--- src/logic/pcit_map.svh ---
// Constants for the pipelined instruction timing core: codes, bit positions, resets.
`ifndef PCIT_MAP_SVH
`define PCIT_MAP_SVH

// Timing entry codes {conditional, bytes[1:0], clocks[3:0]}; a taken branch adds one clock.
`define PCIT_E11 7'h11
`define PCIT_E12 7'h12
`define PCIT_E13 7'h13
`define PCIT_E14 7'h14
`define PCIT_E15 7'h15
`define PCIT_E18 7'h18
`define PCIT_E22 7'h22
`define PCIT_E23 7'h23
`define PCIT_E33 7'h33
`define PCIT_E34 7'h34
`define PCIT_C22 7'h62
`define PCIT_C33 7'h73
`define PCIT_C34 7'h74

// Opcodes that the core treats specially.
`define PCIT_OP_INCA 8'h04
`define PCIT_OP_DECA 8'h14
`define PCIT_OP_JC 8'h40
`define PCIT_OP_JNC 8'h50
`define PCIT_OP_JZ 8'h60
`define PCIT_OP_JNZ 8'h70
`define PCIT_OP_MOVAI 8'h74
`define PCIT_OP_DIV 8'h84
`define PCIT_OP_MUL 8'ha4
`define PCIT_OP_SWAPA 8'hc4
`define PCIT_OP_CLRA 8'he4
`define PCIT_OP_CPLA 8'hf4

// Program status word bit positions.
`define PCIT_PSW_CY 7
`define PCIT_PSW_AC 6
`define PCIT_PSW_OV 2
`define PCIT_PSW_P 0

// Reset values and cycle limits.
`define PCIT_PC_RST 16'h0000
`define PCIT_ACC_RST 8'h00
`define PCIT_PSW_RST 8'h00
`define PCIT_MAX_CYC 4'h8
`define PCIT_DIV_CYC 4'h8
`define PCIT_MUL_CYC 4'h4

`endif

--- src/logic/pcit_pkg.sv ---
// Types shared by the instruction timing core and its timing table.
`default_nettype none
package pcit_pkg;
    // One timing table entry; layout matches the entry codes of the map header.
    typedef struct packed {
        logic cond;
        logic [1:0] bytes;
        logic [3:0] cyc;
    } pcit_tim_t;

    // One hardware breakpoint as handed over by the debug port.
    typedef struct packed {
        logic en;
        logic [15:0] addr;
    } pcit_bkpt_t;

    // Debug port request levels and register write.
    typedef struct packed {
        logic halt;
        logic run;
        logic step;
        logic wr;
        logic [1:0] sel;
        logic [15:0] wdata;
    } pcit_dbg_req_t;

    // Retirement report of one instruction.
    typedef struct packed {
        logic valid;
        logic [7:0] op;
        logic [3:0] cyc;
        logic taken;
    } pcit_retire_t;

    // Accumulator result with flag effects.
    typedef struct packed {
        logic we;
        logic fl;
        logic [7:0] res;
        logic cy;
        logic ac;
        logic ov;
    } pcit_alu_t;

    typedef enum logic [1:0] {
        ST_RUN = 2'b01,
        ST_HALT = 2'b10
    } pcit_state_t;

    typedef enum logic [1:0] {
        SEL_PC = 2'b00,
        SEL_ACC = 2'b01,
        SEL_PSW = 2'b10
    } pcit_dsel_t;
endpackage
`default_nettype wire

--- src/logic/pcit_core.sv ---
// Pipelined instruction sequencer with clock-exact timing, accumulator unit and debug hold.
// How it works
// - Opcodes and flag effects match classic set.
// - Durations counted in plain clocks only.
// - Most instructions: clocks equal byte count.
// - Untaken conditional branch one clock shorter.
// - At most eight clocks; divide eight, multiply four.
// - Up to one instruction per clock.
// - All 256 opcode bytes with their tabled clock counts.
// - Add forms: register 1, direct/immediate/indirect 2.
// - Add-with-carry register form: one byte, one clock.
// - Immediate logic to direct three; acc store two.
// - Indirect logic into accumulator takes two clocks.
// - Debug halt, resume, step, breakpoints, register access.
// - Debug uses no user memory or resources.
// - Pointer external moves: one byte, three clocks.
// - Compare indirect jump: four untaken, five taken.
`include "pcit_map.svh"
`default_nettype none
module pcit_core #(
    parameter int NBKPT = 4
) (
    input wire logic clk_in,
    input wire logic rstn_in,
    input wire logic [7:0] code_data_in,
    output logic [15:0] code_addr_out,
    input wire logic [7:0] opnd_in,
    input wire logic cond_in,
    input wire logic redir_in,
    input wire logic [15:0] target_in,
    input wire pcit_pkg::pcit_dbg_req_t dbg_in,
    input wire pcit_pkg::pcit_bkpt_t [NBKPT-1:0] bkpt_in,
    output pcit_pkg::pcit_retire_t retire_out,
    output logic halted_out,
    output logic [7:0] acc_out,
    output logic [7:0] psw_out,
    output logic [15:0] dbg_rdata_out
);
    import pcit_pkg::*;

    pcit_state_t state_ff;
    pcit_state_t nxt_state;
    logic [15:0] pc_ff;
    logic [15:0] nxt_pc;
    logic [3:0] k_ff;
    logic [3:0] nxt_k;
    logic ext_ff;
    logic nxt_ext;
    logic [7:0] op_ff;
    pcit_tim_t tim_ff;
    logic [7:0] acc_ff;
    logic [7:0] nxt_acc;
    logic [7:0] psw_ff;
    logic [7:0] nxt_psw;
    logic step_ff;
    logic nxt_step;
    logic skip_ff;
    logic nxt_skip;
    pcit_retire_t ret_ff;
    logic [15:0] rd_ff;

    logic first;
    pcit_tim_t rom_tim;
    pcit_tim_t cur_tim;
    logic [7:0] cur_op;
    logic bp_hit;
    logic stop_now;
    logic active;
    logic cond_now;
    logic take;
    logic base_end;
    logic last;
    logic fetch;
    logic [7:0] alu_b;
    pcit_alu_t alu;
    logic dbg_wr;

    // True when any enabled breakpoint sits on the given address.
    function automatic logic bp_match(input logic [15:0] pc, input pcit_bkpt_t [NBKPT-1:0] bp);
        logic hit;
        hit = 1'b0;
        for (int i = 0; i < NBKPT; i++) begin
            hit = hit | (bp[i].en && (bp[i].addr == pc));
        end
        return hit;
    endfunction

    // Accumulator operations; only add and subtract forms touch carry, aux and overflow.
    function automatic pcit_alu_t alu_of(input logic [7:0] op, input logic [7:0] a,
                                         input logic [7:0] b, input logic cy);
        pcit_alu_t r;
        logic [8:0] s;
        logic [4:0] h;
        logic ci;
        r = '0;
        s = '0;
        h = '0;
        ci = (op[7:4] == 4'h3) ? cy : 1'b0;
        r.we = 1'b1;
        if (op == `PCIT_OP_INCA) begin
            r.res = a + 8'h01;
        end else if (op == `PCIT_OP_DECA) begin
            r.res = a - 8'h01;
        end else if (op == `PCIT_OP_CLRA) begin
            r.res = 8'h00;
        end else if (op == `PCIT_OP_CPLA) begin
            r.res = ~a;
        end else if (op == `PCIT_OP_SWAPA) begin
            r.res = {a[3:0], a[7:4]};
        end else if (op == `PCIT_OP_MOVAI || (op[7:4] == 4'he && op[3:0] > 4'h4)) begin
            r.res = b;
        end else if (op[3:0] < 4'h4) begin
            r.we = 1'b0;
        end else begin
            unique case (op[7:4])
                4'h2, 4'h3: begin
                    s = {1'b0, a} + {1'b0, b} + {8'h00, ci};
                    h = {1'b0, a[3:0]} + {1'b0, b[3:0]} + {4'h0, ci};
                    r.fl = 1'b1;
                    r.ov = (a[7] == b[7]) && (s[7] != a[7]);
                end
                4'h9: begin
                    s = {1'b0, a} - {1'b0, b} - {8'h00, cy};
                    h = {1'b0, a[3:0]} - {1'b0, b[3:0]} - {4'h0, cy};
                    r.fl = 1'b1;
                    r.ov = (a[7] != b[7]) && (s[7] != a[7]);
                end
                4'h4: s = {1'b0, a | b};
                4'h5: s = {1'b0, a & b};
                4'h6: s = {1'b0, a ^ b};
                default: r.we = 1'b0;
            endcase
            r.res = s[7:0];
            r.cy = s[8];
            r.ac = h[4];
        end
        return r;
    endfunction

    // Timing table lookup on the byte fetched in the opcode clock.
    pcit_tim_rom u_rom (
        .op_in(code_data_in),
        .tim_out(rom_tim)
    );

    // Opcode clock and the decode that stays valid for the rest of the instruction.
    assign first = (state_ff == ST_RUN) && (k_ff == 4'h0);
    assign cur_op = first ? code_data_in : op_ff;
    assign cur_tim = first ? rom_tim : tim_ff;

    // Halt and breakpoints act only at an instruction boundary; resume steps past them.
    assign bp_hit = bp_match(pc_ff, bkpt_in);
    assign stop_now = first && !skip_ff && (bp_hit || dbg_in.halt);
    assign active = (state_ff == ST_RUN) && !stop_now;

    // Conditions the core owns are taken from its own carry flag and accumulator; the rest come in.
    assign cond_now = (cur_op == `PCIT_OP_JC) ? psw_ff[`PCIT_PSW_CY] :
                      (cur_op == `PCIT_OP_JNC) ? !psw_ff[`PCIT_PSW_CY] :
                      (cur_op == `PCIT_OP_JZ) ? (acc_ff == 8'h00) :
                      (cur_op == `PCIT_OP_JNZ) ? (acc_ff != 8'h00) : cond_in;
    assign take = cur_tim.cond && cond_now;

    // The table count ends an instruction; a taken branch runs one clock more.
    assign base_end = (k_ff == (cur_tim.cyc - 4'h1));
    assign last = active && (ext_ff || (base_end && !take));
    assign nxt_ext = active && !ext_ff && base_end && take;

    // One program byte per clock while bytes remain; later clocks stall fetch.
    assign fetch = active && (k_ff < {2'b00, cur_tim.bytes});
    assign nxt_k = last ? 4'h0 : (active ? k_ff + 4'h1 : k_ff);

    // Immediate operands arrive with the last byte; others from the operand port.
    assign alu_b = (cur_op[3:0] == 4'h4) ? code_data_in : opnd_in;
    assign alu = alu_of(cur_op, acc_ff, alu_b, psw_ff[`PCIT_PSW_CY]);
    assign dbg_wr = (state_ff == ST_HALT) && dbg_in.wr;

    // Debug register writes land only while halted, so running code is never disturbed.
    assign nxt_pc = (dbg_wr && dbg_in.sel == SEL_PC) ? dbg_in.wdata :
                    (last && redir_in) ? target_in :
                    fetch ? pc_ff + 16'h0001 : pc_ff;
    assign nxt_acc = (dbg_wr && dbg_in.sel == SEL_ACC) ? dbg_in.wdata[7:0] :
                     (last && alu.we) ? alu.res : acc_ff;

    // Flags follow the classic rules; parity always tracks the accumulator.
    always_comb begin
        nxt_psw = psw_ff;
        if (dbg_wr && dbg_in.sel == SEL_PSW) begin
            nxt_psw = dbg_in.wdata[7:0];
        end else if (last && alu.fl) begin
            nxt_psw[`PCIT_PSW_CY] = alu.cy;
            nxt_psw[`PCIT_PSW_AC] = alu.ac;
            nxt_psw[`PCIT_PSW_OV] = alu.ov;
        end
        nxt_psw[`PCIT_PSW_P] = ^nxt_acc;
    end

    // Run and halt control; debug state lives here and takes no user memory.
    always_comb begin
        nxt_state = state_ff;
        nxt_step = step_ff;
        nxt_skip = skip_ff;
        unique case (state_ff)
            ST_RUN: begin
                if (stop_now || (last && step_ff)) begin
                    nxt_state = ST_HALT;
                    nxt_step = 1'b0;
                end
                if (first && active) begin
                    nxt_skip = 1'b0;
                end
            end
            ST_HALT: begin
                if (dbg_in.step || dbg_in.run) begin
                    nxt_state = ST_RUN;
                    nxt_step = dbg_in.step;
                    nxt_skip = 1'b1;
                end
            end
        endcase
    end

    // Sequencer state.
    always_ff @(posedge clk_in or negedge rstn_in) begin
        if (!rstn_in) begin
            state_ff <= ST_RUN;
            k_ff <= 4'h0;
            ext_ff <= 1'b0;
            step_ff <= 1'b0;
            skip_ff <= 1'b0;
        end else begin
            state_ff <= nxt_state;
            k_ff <= nxt_k;
            ext_ff <= nxt_ext;
            step_ff <= nxt_step;
            skip_ff <= nxt_skip;
        end
    end

    // Architectural state.
    always_ff @(posedge clk_in or negedge rstn_in) begin
        if (!rstn_in) begin
            pc_ff <= `PCIT_PC_RST;
            acc_ff <= `PCIT_ACC_RST;
            psw_ff <= `PCIT_PSW_RST;
        end else begin
            pc_ff <= nxt_pc;
            acc_ff <= nxt_acc;
            psw_ff <= nxt_psw;
        end
    end

    // Opcode and timing are kept from the opcode clock for the rest of the instruction.
    always_ff @(posedge clk_in or negedge rstn_in) begin
        if (!rstn_in) begin
            op_ff <= 8'h00;
            tim_ff <= '0;
        end else if (first && active) begin
            op_ff <= code_data_in;
            tim_ff <= rom_tim;
        end
    end

    // Retirement report and debug readback; one retire per clock at best.
    always_ff @(posedge clk_in or negedge rstn_in) begin
        if (!rstn_in) begin
            ret_ff <= '0;
            rd_ff <= 16'h0000;
        end else begin
            ret_ff <= '{valid: last, op: cur_op, cyc: k_ff + 4'h1, taken: ext_ff};
            rd_ff <= (dbg_in.sel == SEL_PC) ? pc_ff :
                     (dbg_in.sel == SEL_ACC) ? {8'h00, acc_ff} : {8'h00, psw_ff};
        end
    end

    assign code_addr_out = pc_ff;
    assign retire_out = ret_ff;
    assign halted_out = (state_ff == ST_HALT);
    assign acc_out = acc_ff;
    assign psw_out = psw_ff;
    assign dbg_rdata_out = rd_ff;
endmodule
`default_nettype wire

--- src/logic/pcit_tim_rom.sv ---
// Opcode to length and clock count table of the instruction timing core.
`include "pcit_map.svh"
`default_nettype none
module pcit_tim_rom (
    input wire logic [7:0] op_in,
    output pcit_pkg::pcit_tim_t tim_out
);
    import pcit_pkg::*;

    // Column by column over the low nibble; every byte value has an entry.
    function automatic pcit_tim_t tim_of(input logic [7:0] op);
        logic [3:0] hi;
        logic [6:0] e;
        hi = op[7:4];
        e = `PCIT_E11;
        if (op[3]) begin
            case (hi)
                4'h7, 4'h8, 4'ha: e = `PCIT_E22;
                4'hb: e = `PCIT_C33;
                4'hd: e = `PCIT_C22;
                default: e = `PCIT_E11;
            endcase
        end else begin
            case (op[2:0])
                3'h6, 3'h7: begin
                    case (hi)
                        4'h7, 4'h8, 4'ha: e = `PCIT_E22;
                        4'hb: e = `PCIT_C34;
                        default: e = `PCIT_E12;
                    endcase
                end
                3'h5: begin
                    case (hi)
                        4'h7, 4'h8: e = `PCIT_E33;
                        4'ha: e = `PCIT_E11;
                        4'hb, 4'hd: e = `PCIT_C33;
                        default: e = `PCIT_E22;
                    endcase
                end
                3'h4: begin
                    case (hi)
                        4'h0, 4'h1, 4'hc, 4'hd, 4'he, 4'hf: e = `PCIT_E11;
                        4'h8: e = `PCIT_E18;
                        4'ha: e = `PCIT_E14;
                        4'hb: e = `PCIT_C33;
                        default: e = `PCIT_E22;
                    endcase
                end
                3'h3: begin
                    case (hi)
                        4'h4, 4'h5, 4'h6: e = `PCIT_E33;
                        4'h7, 4'h8, 4'h9, 4'he, 4'hf: e = `PCIT_E13;
                        default: e = `PCIT_E11;
                    endcase
                end
                3'h2: begin
                    case (hi)
                        4'h0, 4'h1: e = `PCIT_E34;
                        4'h2, 4'h3: e = `PCIT_E15;
                        4'he, 4'hf: e = `PCIT_E13;
                        default: e = `PCIT_E22;
                    endcase
                end
                3'h1: e = `PCIT_E23;
                default: begin
                    case (hi)
                        4'h0: e = `PCIT_E11;
                        4'h1, 4'h2, 4'h3: e = `PCIT_C33;
                        4'h4, 4'h5, 4'h6, 4'h7: e = `PCIT_C22;
                        4'h8: e = `PCIT_E23;
                        4'h9: e = `PCIT_E33;
                        4'he, 4'hf: e = `PCIT_E13;
                        default: e = `PCIT_E22;
                    endcase
                end
            endcase
        end
        return pcit_tim_t'(e);
    endfunction

    // Pure lookup; the core registers what it keeps.
    assign tim_out = tim_of(op_in);
endmodule
`default_nettype wire

--- config.mk ---
export PLATFORM = sky130hd
export DESIGN_NAME = pcit_core
export DESIGN_NICKNAME = d
export VERILOG_FILES = /design/src/logic/pcit_pkg.sv /design/src/logic/pcit_core.sv /design/src/logic/pcit_tim_rom.sv
export VERILOG_INCLUDE_DIRS = /design/src /design/src/logic
export SDC_FILE = /design/constraint.sdc
export NUM_CORES = 1
export LEC_CHECK = 0
export ABC_CLOCK_PERIOD_IN_PS = 4730
export BUFFER_PORTS_ARGS = -buffer_cell sky130_fd_sc_hd__buf_2
export CAP_MARGIN = 20
export CORE_ASPECT_RATIO = 2
export CORE_MARGIN = 1
export CORE_UTILIZATION = 45
export DETAILED_ROUTE_END_ITERATION = 8
export HOLD_SLACK_MARGIN = 0.15
export PLACE_DENSITY_LB_ADDON = 0.1
export SETUP_SLACK_MARGIN = 0.2
export SLEW_MARGIN = 20
export SYNTH_ARGS = -nofsm -noshare
export SYNTH_HDL_FRONTEND = slang
export SYNTH_HIERARCHICAL = 1
export SYNTH_SLANG_ARGS = --single-unit
--- constraint.sdc ---
create_clock -name clk_in -period 4.73 [get_ports clk_in]
set_input_delay 0 -clock clk_in [delete_from_list [all_inputs] [get_ports clk_in]]
set_output_delay 0 -clock clk_in [all_outputs]
set_load 0.01 [all_outputs]
[Word-level counts from Yosys, hierarchy flattened]
Memories as Yosys holds them, arrays and structs flattened.
Cells that the tools add are included.
W data, S select, Z words.
Storage, ports and cells
  register bits: 86
  latch bits: 0
  bits in writable memories: 0
  ROM bits: 224
  input port bits: 126
  output and inout bits: 63
  word-level logic and storage cells: 215
  memories: 3
Memory list
  (name not given): words 16, width 7, read ports 1, clocked after memory_dff 0, wr ports 0, line pcit_tim_rom.sv:41  | case (hi)
  (name not given): words 16, width 5, read ports 1, clocked after memory_dff 0, wr ports 0, line pcit_tim_rom.sv:66  | case (hi)
  (name not given): words 16, width 2, read ports 1, clocked after memory_dff 0, wr ports 0, line pcit_tim_rom.sv:50  | case (hi)
Cells by class
  $add $sub $neg: 13
  multiply operators: 0
  divide/modulo/power cells: 0
  $lt $le $gt $ge: 3
  eq/ne operators: 51
  shift operators: 0
  muxes and demuxes: 61
  bitwise operators: 7
  reductions and logical operators: 58
Operators with widths (number)
  $mux W8: 11
  $eq A16 B16 Y1: 4
  $mux W16: 4
  $pmux W9 S5: 1
  $pmux W7 S3: 2
  $pmux W7 S6: 1
  $eq A8 B7 Y1 const B: 5
  $eq A4 B4 Y1 const B: 8
  $logic_and A1 B1 Y1: 27
  $eq A8 B8 Y1 const B: 3
  $eq A4 B3 Y1 const B: 5
  $mux W2: 10
  $mux W3: 6
  $pmux W6 S3: 1
  $add A16 B1 Y16 const B: 1
  $eq A4 B2 Y1 const B: 4
  $mux W1: 14
  $mux W7: 2
  $pmux W7 S2: 1
  $reduce_or A2 Y1: 7
  $eq A3 B3 Y1 const B: 4
  $mux W12: 1
  $pmux W5 S2: 1
  $add A8 B8 Y9: 1
  45 further kinds: 69

[Longest topological paths before layout]
  depth after elaboration: 21
  mapped depth: 23
  gate-level depth less buffers: 21

[Hierarchy]
The synthesis kept the hierarchy.
Modules (own cells, without submodules)
  pcit_core: instances 1, cells each 937, area an instance 7846.3 um^2, sequential area each 2153.3 um^2
  pcit_tim_rom: instances 1, cells each 97, area an instance 596.8 um^2, sequential area each 0.0 um^2

[Worst setup path before layout]
No wires, ideal clock.
  path type: register to register
  start point: register k_ff[0]
  end point: register psw_ff[0], in the netlist psw_out[0]
  library setup time: 0.134 ns
  arrival: 4.665 ns
  required time: 4.596 ns
  path slack: -0.068 ns
  stages on the path, launching flop included: 24
  buffers on the path: 2
  period minus slack after synthesis: 4.798 ns
  cells stage by stage: dfrtp_1 inv_1 ha_1 or3b_4 nor2_4 buf_2 buf_1 nand4_1 o41ai_1 nand2_1 fa_1 inv_1 fa_1 nor3b_1 nor3_1 o31ai_1 nand3_1 o21ai_0 a211o_1 a211oi_1 or4b_1 o311ai_1 xnor2_1 xnor3_1
On the way
  longest elaborated chain between the ends: 18
  elaborated cells between the ends (all ways): 72
  classes of those cells: add/sub: 5; order compare: 2; eq/ne: 19; mux: 26; bitwise: 3; reduce/logical: 17
Ends and longest elaborated chain
  start: declaration: line pcit_core.sv:45  | logic [3:0] k_ff;
  start signal: assignment: line pcit_core.sv:232  | k_ff <= nxt_k;
  $logic_not A4 Y1: line pcit_core.sv:147  | assign first = (state_ff == ST_RUN) && (k_ff == 4'h0);
  $logic_and A1 B1 Y1: line pcit_core.sv:147
  $mux W8: line pcit_core.sv:148  | assign cur_op = first ? code_data_in : op_ff;
  $eq A4 B3 Y1: line pcit_core.sv:173  | assign alu_b = (cur_op[3:0] == 4'h4) ? code_data_in : opnd_in;
  $mux W8: line pcit_core.sv:173
  $sub A8 B8 Y9 or $add A8 B8 Y9 (tied branches): line pcit_core.sv:123, pcit_core.sv:117
  $sub A9 B1 Y9 or $add A9 B1 Y9 (tied branches): line pcit_core.sv:123, pcit_core.sv:117
  $pmux W9 S5: line pcit_core.sv:115  | unique case (op[7:4])
  (+4 left out)
  $mux W8: line pcit_core.sv:104  | end else if (op == `PCIT_OP_CLRA) begin
  $mux W8: line pcit_core.sv:102  | end else if (op == `PCIT_OP_DECA) begin
  $mux W8: line pcit_core.sv:100  | if (op == `PCIT_OP_INCA) begin
  $mux W8 *: line pcit_core.sv:182  | (last && alu.we) ? alu.res : acc_ff;
  $mux W8 *: line pcit_core.sv:181  | assign nxt_acc = (dbg_wr && dbg_in.sel == SEL_ACC) ? dbg_in.wdata[7:0] :
  via nxt_acc[6]: line pcit_core.sv:52  | logic [7:0] nxt_acc;
  $reduce_xor A8 Y1 *: line pcit_core.sv:194  | nxt_psw[`PCIT_PSW_P] = ^nxt_acc;
  via nxt_psw[0]: line pcit_core.sv:54  | logic [7:0] nxt_psw;
  end signal: assignment: line pcit_core.sv:244  | psw_ff <= `PCIT_PSW_RST;
  end signal: assignment: line pcit_core.sv:248  | psw_ff <= nxt_psw;
  end: declaration: line pcit_core.sv:53  | logic [7:0] psw_ff;
The timed path passes the listed nets; every way through them passes the cells marked *.
A chain may end at the register's enable or synchronous reset.

[Worst setup path after layout]
Same ends and word-level chain as after synthesis.

==> results.py <==
metrics = {
    "outcome": {
        "status": "finished, violations left",
        "violations": "setup timing",
    },
    "final_layout": {
        "diodes": 0,
        "seqCellArea_mm2": 0.00215,
        "fillCellCount": 1711,
        "drive_gt1_share_pct": 28.2,
        "utilization_pct": 59.4,
        "finalInstanceArea_mm2": 0.0109,
        "syn_to_final_growth_pct": 28.9,
        "layoutNonFillerInstCount": 1514,
        "multiInputGateArea_mm2": 0.00593,
        "final_nets": 1463,
    },
    "yosys": {
        "synth-simple-area-share_pct": 22.0,
        "yosysMostFrequentCell": "nand2_1",
        "synth_top_area_share_pct": 25.2,
        "syn_avg_cell_area_um2": 8.17,
        "netlist_area_mm2": 0.00844,
        "synth_largest_area_cell": "dfrtp_1",
        "synth_top_family_by_area": "compound AO/OA/AOI/OAI gates",
        "muxShareOfSynthArea_pct": 4.92,
        "syn_nets": 1204,
        "synth_common_cells": "nand2_1, dfrtp_1, nor2_1",
        "ys_dominant_reg_cell": "dfrtp_1",
        "ys_warn_count": 6,
        "synthDistinctLibCells": 98,
        "synthAdderAreaFrac_pct": 6.79,
        "synthArstFlopShare_pct": 100,
        "ys_top_cells_by_area": "dfrtp_1, xor2_1, ha_1, nand2_1, o21ai_0",
        "synth-edff-count": 0,
        "synth_compound_area_share_pct": 23.2,
        "ys_ff_latch": 86,
        "syn_inst": 1034,
        "synthXorXnorAreaFrac_pct": 11.5,
        "ys_seq_area_share_pct": 25.5,
    },
    "die": {
        "fp-row-count": 70,
        "die_x_um": 98.9,
        "ios": 189,
        "start_util_pct": 46.1,
        "dieArea_mm2": 0.0193,
        "die_h_um": 196,
        "core_mm2": 0.0183,
    },
    "run": {
        "drv_cap": 0,
    },
    "sta": {
        "worst_slew_pin_slew_ps": 957,
        "fin_hold_ws_ps": 157,
        "fmax_mhz": 210,
        "slew_headroom_pct": 35.9,
        "setup_viol": 1,
        "setup_slack_ps": -26.6,
        "period_share_pct": 101,
        "rsz0062_at_grt": "true",
        "finClkSkew_ps": 11.2,
        "fin_crit_ps": 4760,
        "setup_tns_ps": -26.6,
        "finalHoldViolCount": 0,
        "maxSlewViolCount": 0,
    },
    "placed_design": {
        "placed_area_mm2": 0.0100,
        "dpl_worst_slack_ps": -151,
        "portBuffers": 188,
        "placedCellCount": 1454,
        "place_hpwl_mm": 26.4,
        "gp_congestion": 1.01,
    },
    "detailed_routing": {
        "drtIter0Drc": 614,
        "routed_via_density": 6.09,
        "totalWireLength_mm": 34.4,
        "drc": 0,
        "dr.pass1.iters": 9,
        "num_vias": 9223,
        "wl_per_cell_um": 22.7,
        "final_antenna_net_count": 0,
    },
    "worst_setup_path": {
        "arrival_ps": 4990,
        "worst_setup_path_start_kind": "flop",
        "r2r_end": "psw_out[0]",
        "critical_path_class": "flop to flop",
        "endpoint_kind": "flop",
        "rrSetupSlack_ps": -30,
        "required_ps": 4970,
        "reg2reg_depth": 22,
        "path_max_fanout": 4,
        "r2r_start": "k_ff[0]",
    },
    "clocking": {
        "cts_sinks": 86,
        "path_clk_slew_ps": 70,
        "cts-htree-levels": 3,
        "cts_tree": "done",
        "clk-insertion-delay-late_ps": 360,
        "max-clock-path-buffers": 2,
        "cts_made_buffers": 9,
        "cts_root_buf": "clkbuf_16",
    },
    "power": {
        "p_per_area_mw_per_mm2": 669,
        "finalPower_mw": 7.28,
        "peakVddDrop_mv": 0.329,
        "p_leak_nw": 5.02,
    },
    "global_routing": {
        "grt_pass1_vias": 9300,
        "grt_pass1_wl_mm": 52.4,
        "grt-ovfl-total": 0,
        "track_usage_pct": 36.2,
        "grt_max_degree": 46,
        "antenna_found_initial": 0,
    },
    "hold_path": {
        "hold_path.class": "input pin to async pin",
    },
}
flip-flops by register name (all words and copies together), names as in the netlist:
signal,cells
step_ff,1
code_addr_out,16
op_ff,8
psw_out,8
k_ff,4
acc_out,8
tim_ff,7
state_ff,2
skip_ff,1
dbg_rdata_out,16
retire_out,14
ext_ff,1
cells in the final DEF (no fill, tap or decap), types with 11 or more instances in the layout:
cell type / synthesis / final
inv_1: 50 / 48
and3_1: 11 / 11
a31oi_1: 20 / 20
buf_2: 27 / 187
a211o_1: 15 / 15
nand2b_1: 12 / 12
xor2_1: 77 / 76
o21ai_0: 63 / 61
xnor2_1: 27 / 26
nor2_1: 78 / 78
mux2i_1: 19 / 19
and2_1: 15 / 15
nor3_1: 27 / 24
dlygate4sd3_1: 0 / 42
nand3_1: 27 / 27
ha_1: 41 / 38
nand2_1: 112 / 111
a21oi_1: 46 / 44
nor4_1: 19 / 19
mux2_2: 20 / 20
buf_4: 2 / 86
dfrtp_1: 85 / 84
repair_timing:
action,4_1_cts,5_1_grt
pin swaps,10,9
hold endpoints to repair,90,0
hold buffers,42,0
endpoints found under the setup margin,2,17
resized for setup,14,14
buffers inserted,2,0
routing by layer:
layer	vias to the layer above	global-route usage, %	wire (µm)
li1	4252	-	-
met1	4349	34.7	11100
met2	447	67.0	18300
met3	175	5.91	1770
met4	0	28.7	3240
met5	-	0	0
final cells by class:
type / count / area share (%)
clock buffers: 10 / 2.10
clock inverters: 6 / 0.770
inverters: 52 / 1.83
multi-input cells: 828 / 54.5
flip-flops and latches: 86 / 19.8
well taps: 216 / 2.48
repair buffers: 316 / 18.5
worst max path at each step:
| stage | from | to | slack [ps] |
|---|---|---|---|
| detailed placement | k_ff[0] | psw_out[0] | -150 |
| global placement | k_ff[0] | psw_out[0] | -110 |
| floorplan | k_ff[0] | psw_out[0] | 130 |
| CTS | k_ff[0] | psw_out[0] | 5 |
| global route | k_ff[0] | psw_out[0] | -190 |
| finish | k_ff[0] | psw_out[0] | -30 |
cells by family after synthesis:
family,count (synthesis)
xor+xnor,107
simple gates,364
fa+ha+maj,44
buf+inv,120
flops,86
compound gates,274
mux,39
report_power, final:
part	switching [mW]	internal [mW]	total (mW)
logic	2.86	2.16	5.01
registers	0.435	1.04	1.48
clock network	0.327	0.463	0.790
total	3.62	3.66	7.28
worst max-delay path, cell delays in order, from the launching register on:
cell and delay [ps]:
dfrtp_2 410, inv_2 60, ha_2 160, or3b_4 410, nor2_4 200, a21oi_4 90
a22o_1 220, xnor2_1 140, ha_2 180, o21bai_1 170, buf_4 150, fa_2 330
nand2b_1 190, a21oi_4 190, o21bai_1 90, a21o_1 190, xor2_2 180, a211o_1 160
a211oi_1 70, or4b_4 530, o311ai_4 110, xnor2_1 170, xnor3_1 230
No activity file was read; power rests on OpenSTA's default activity.
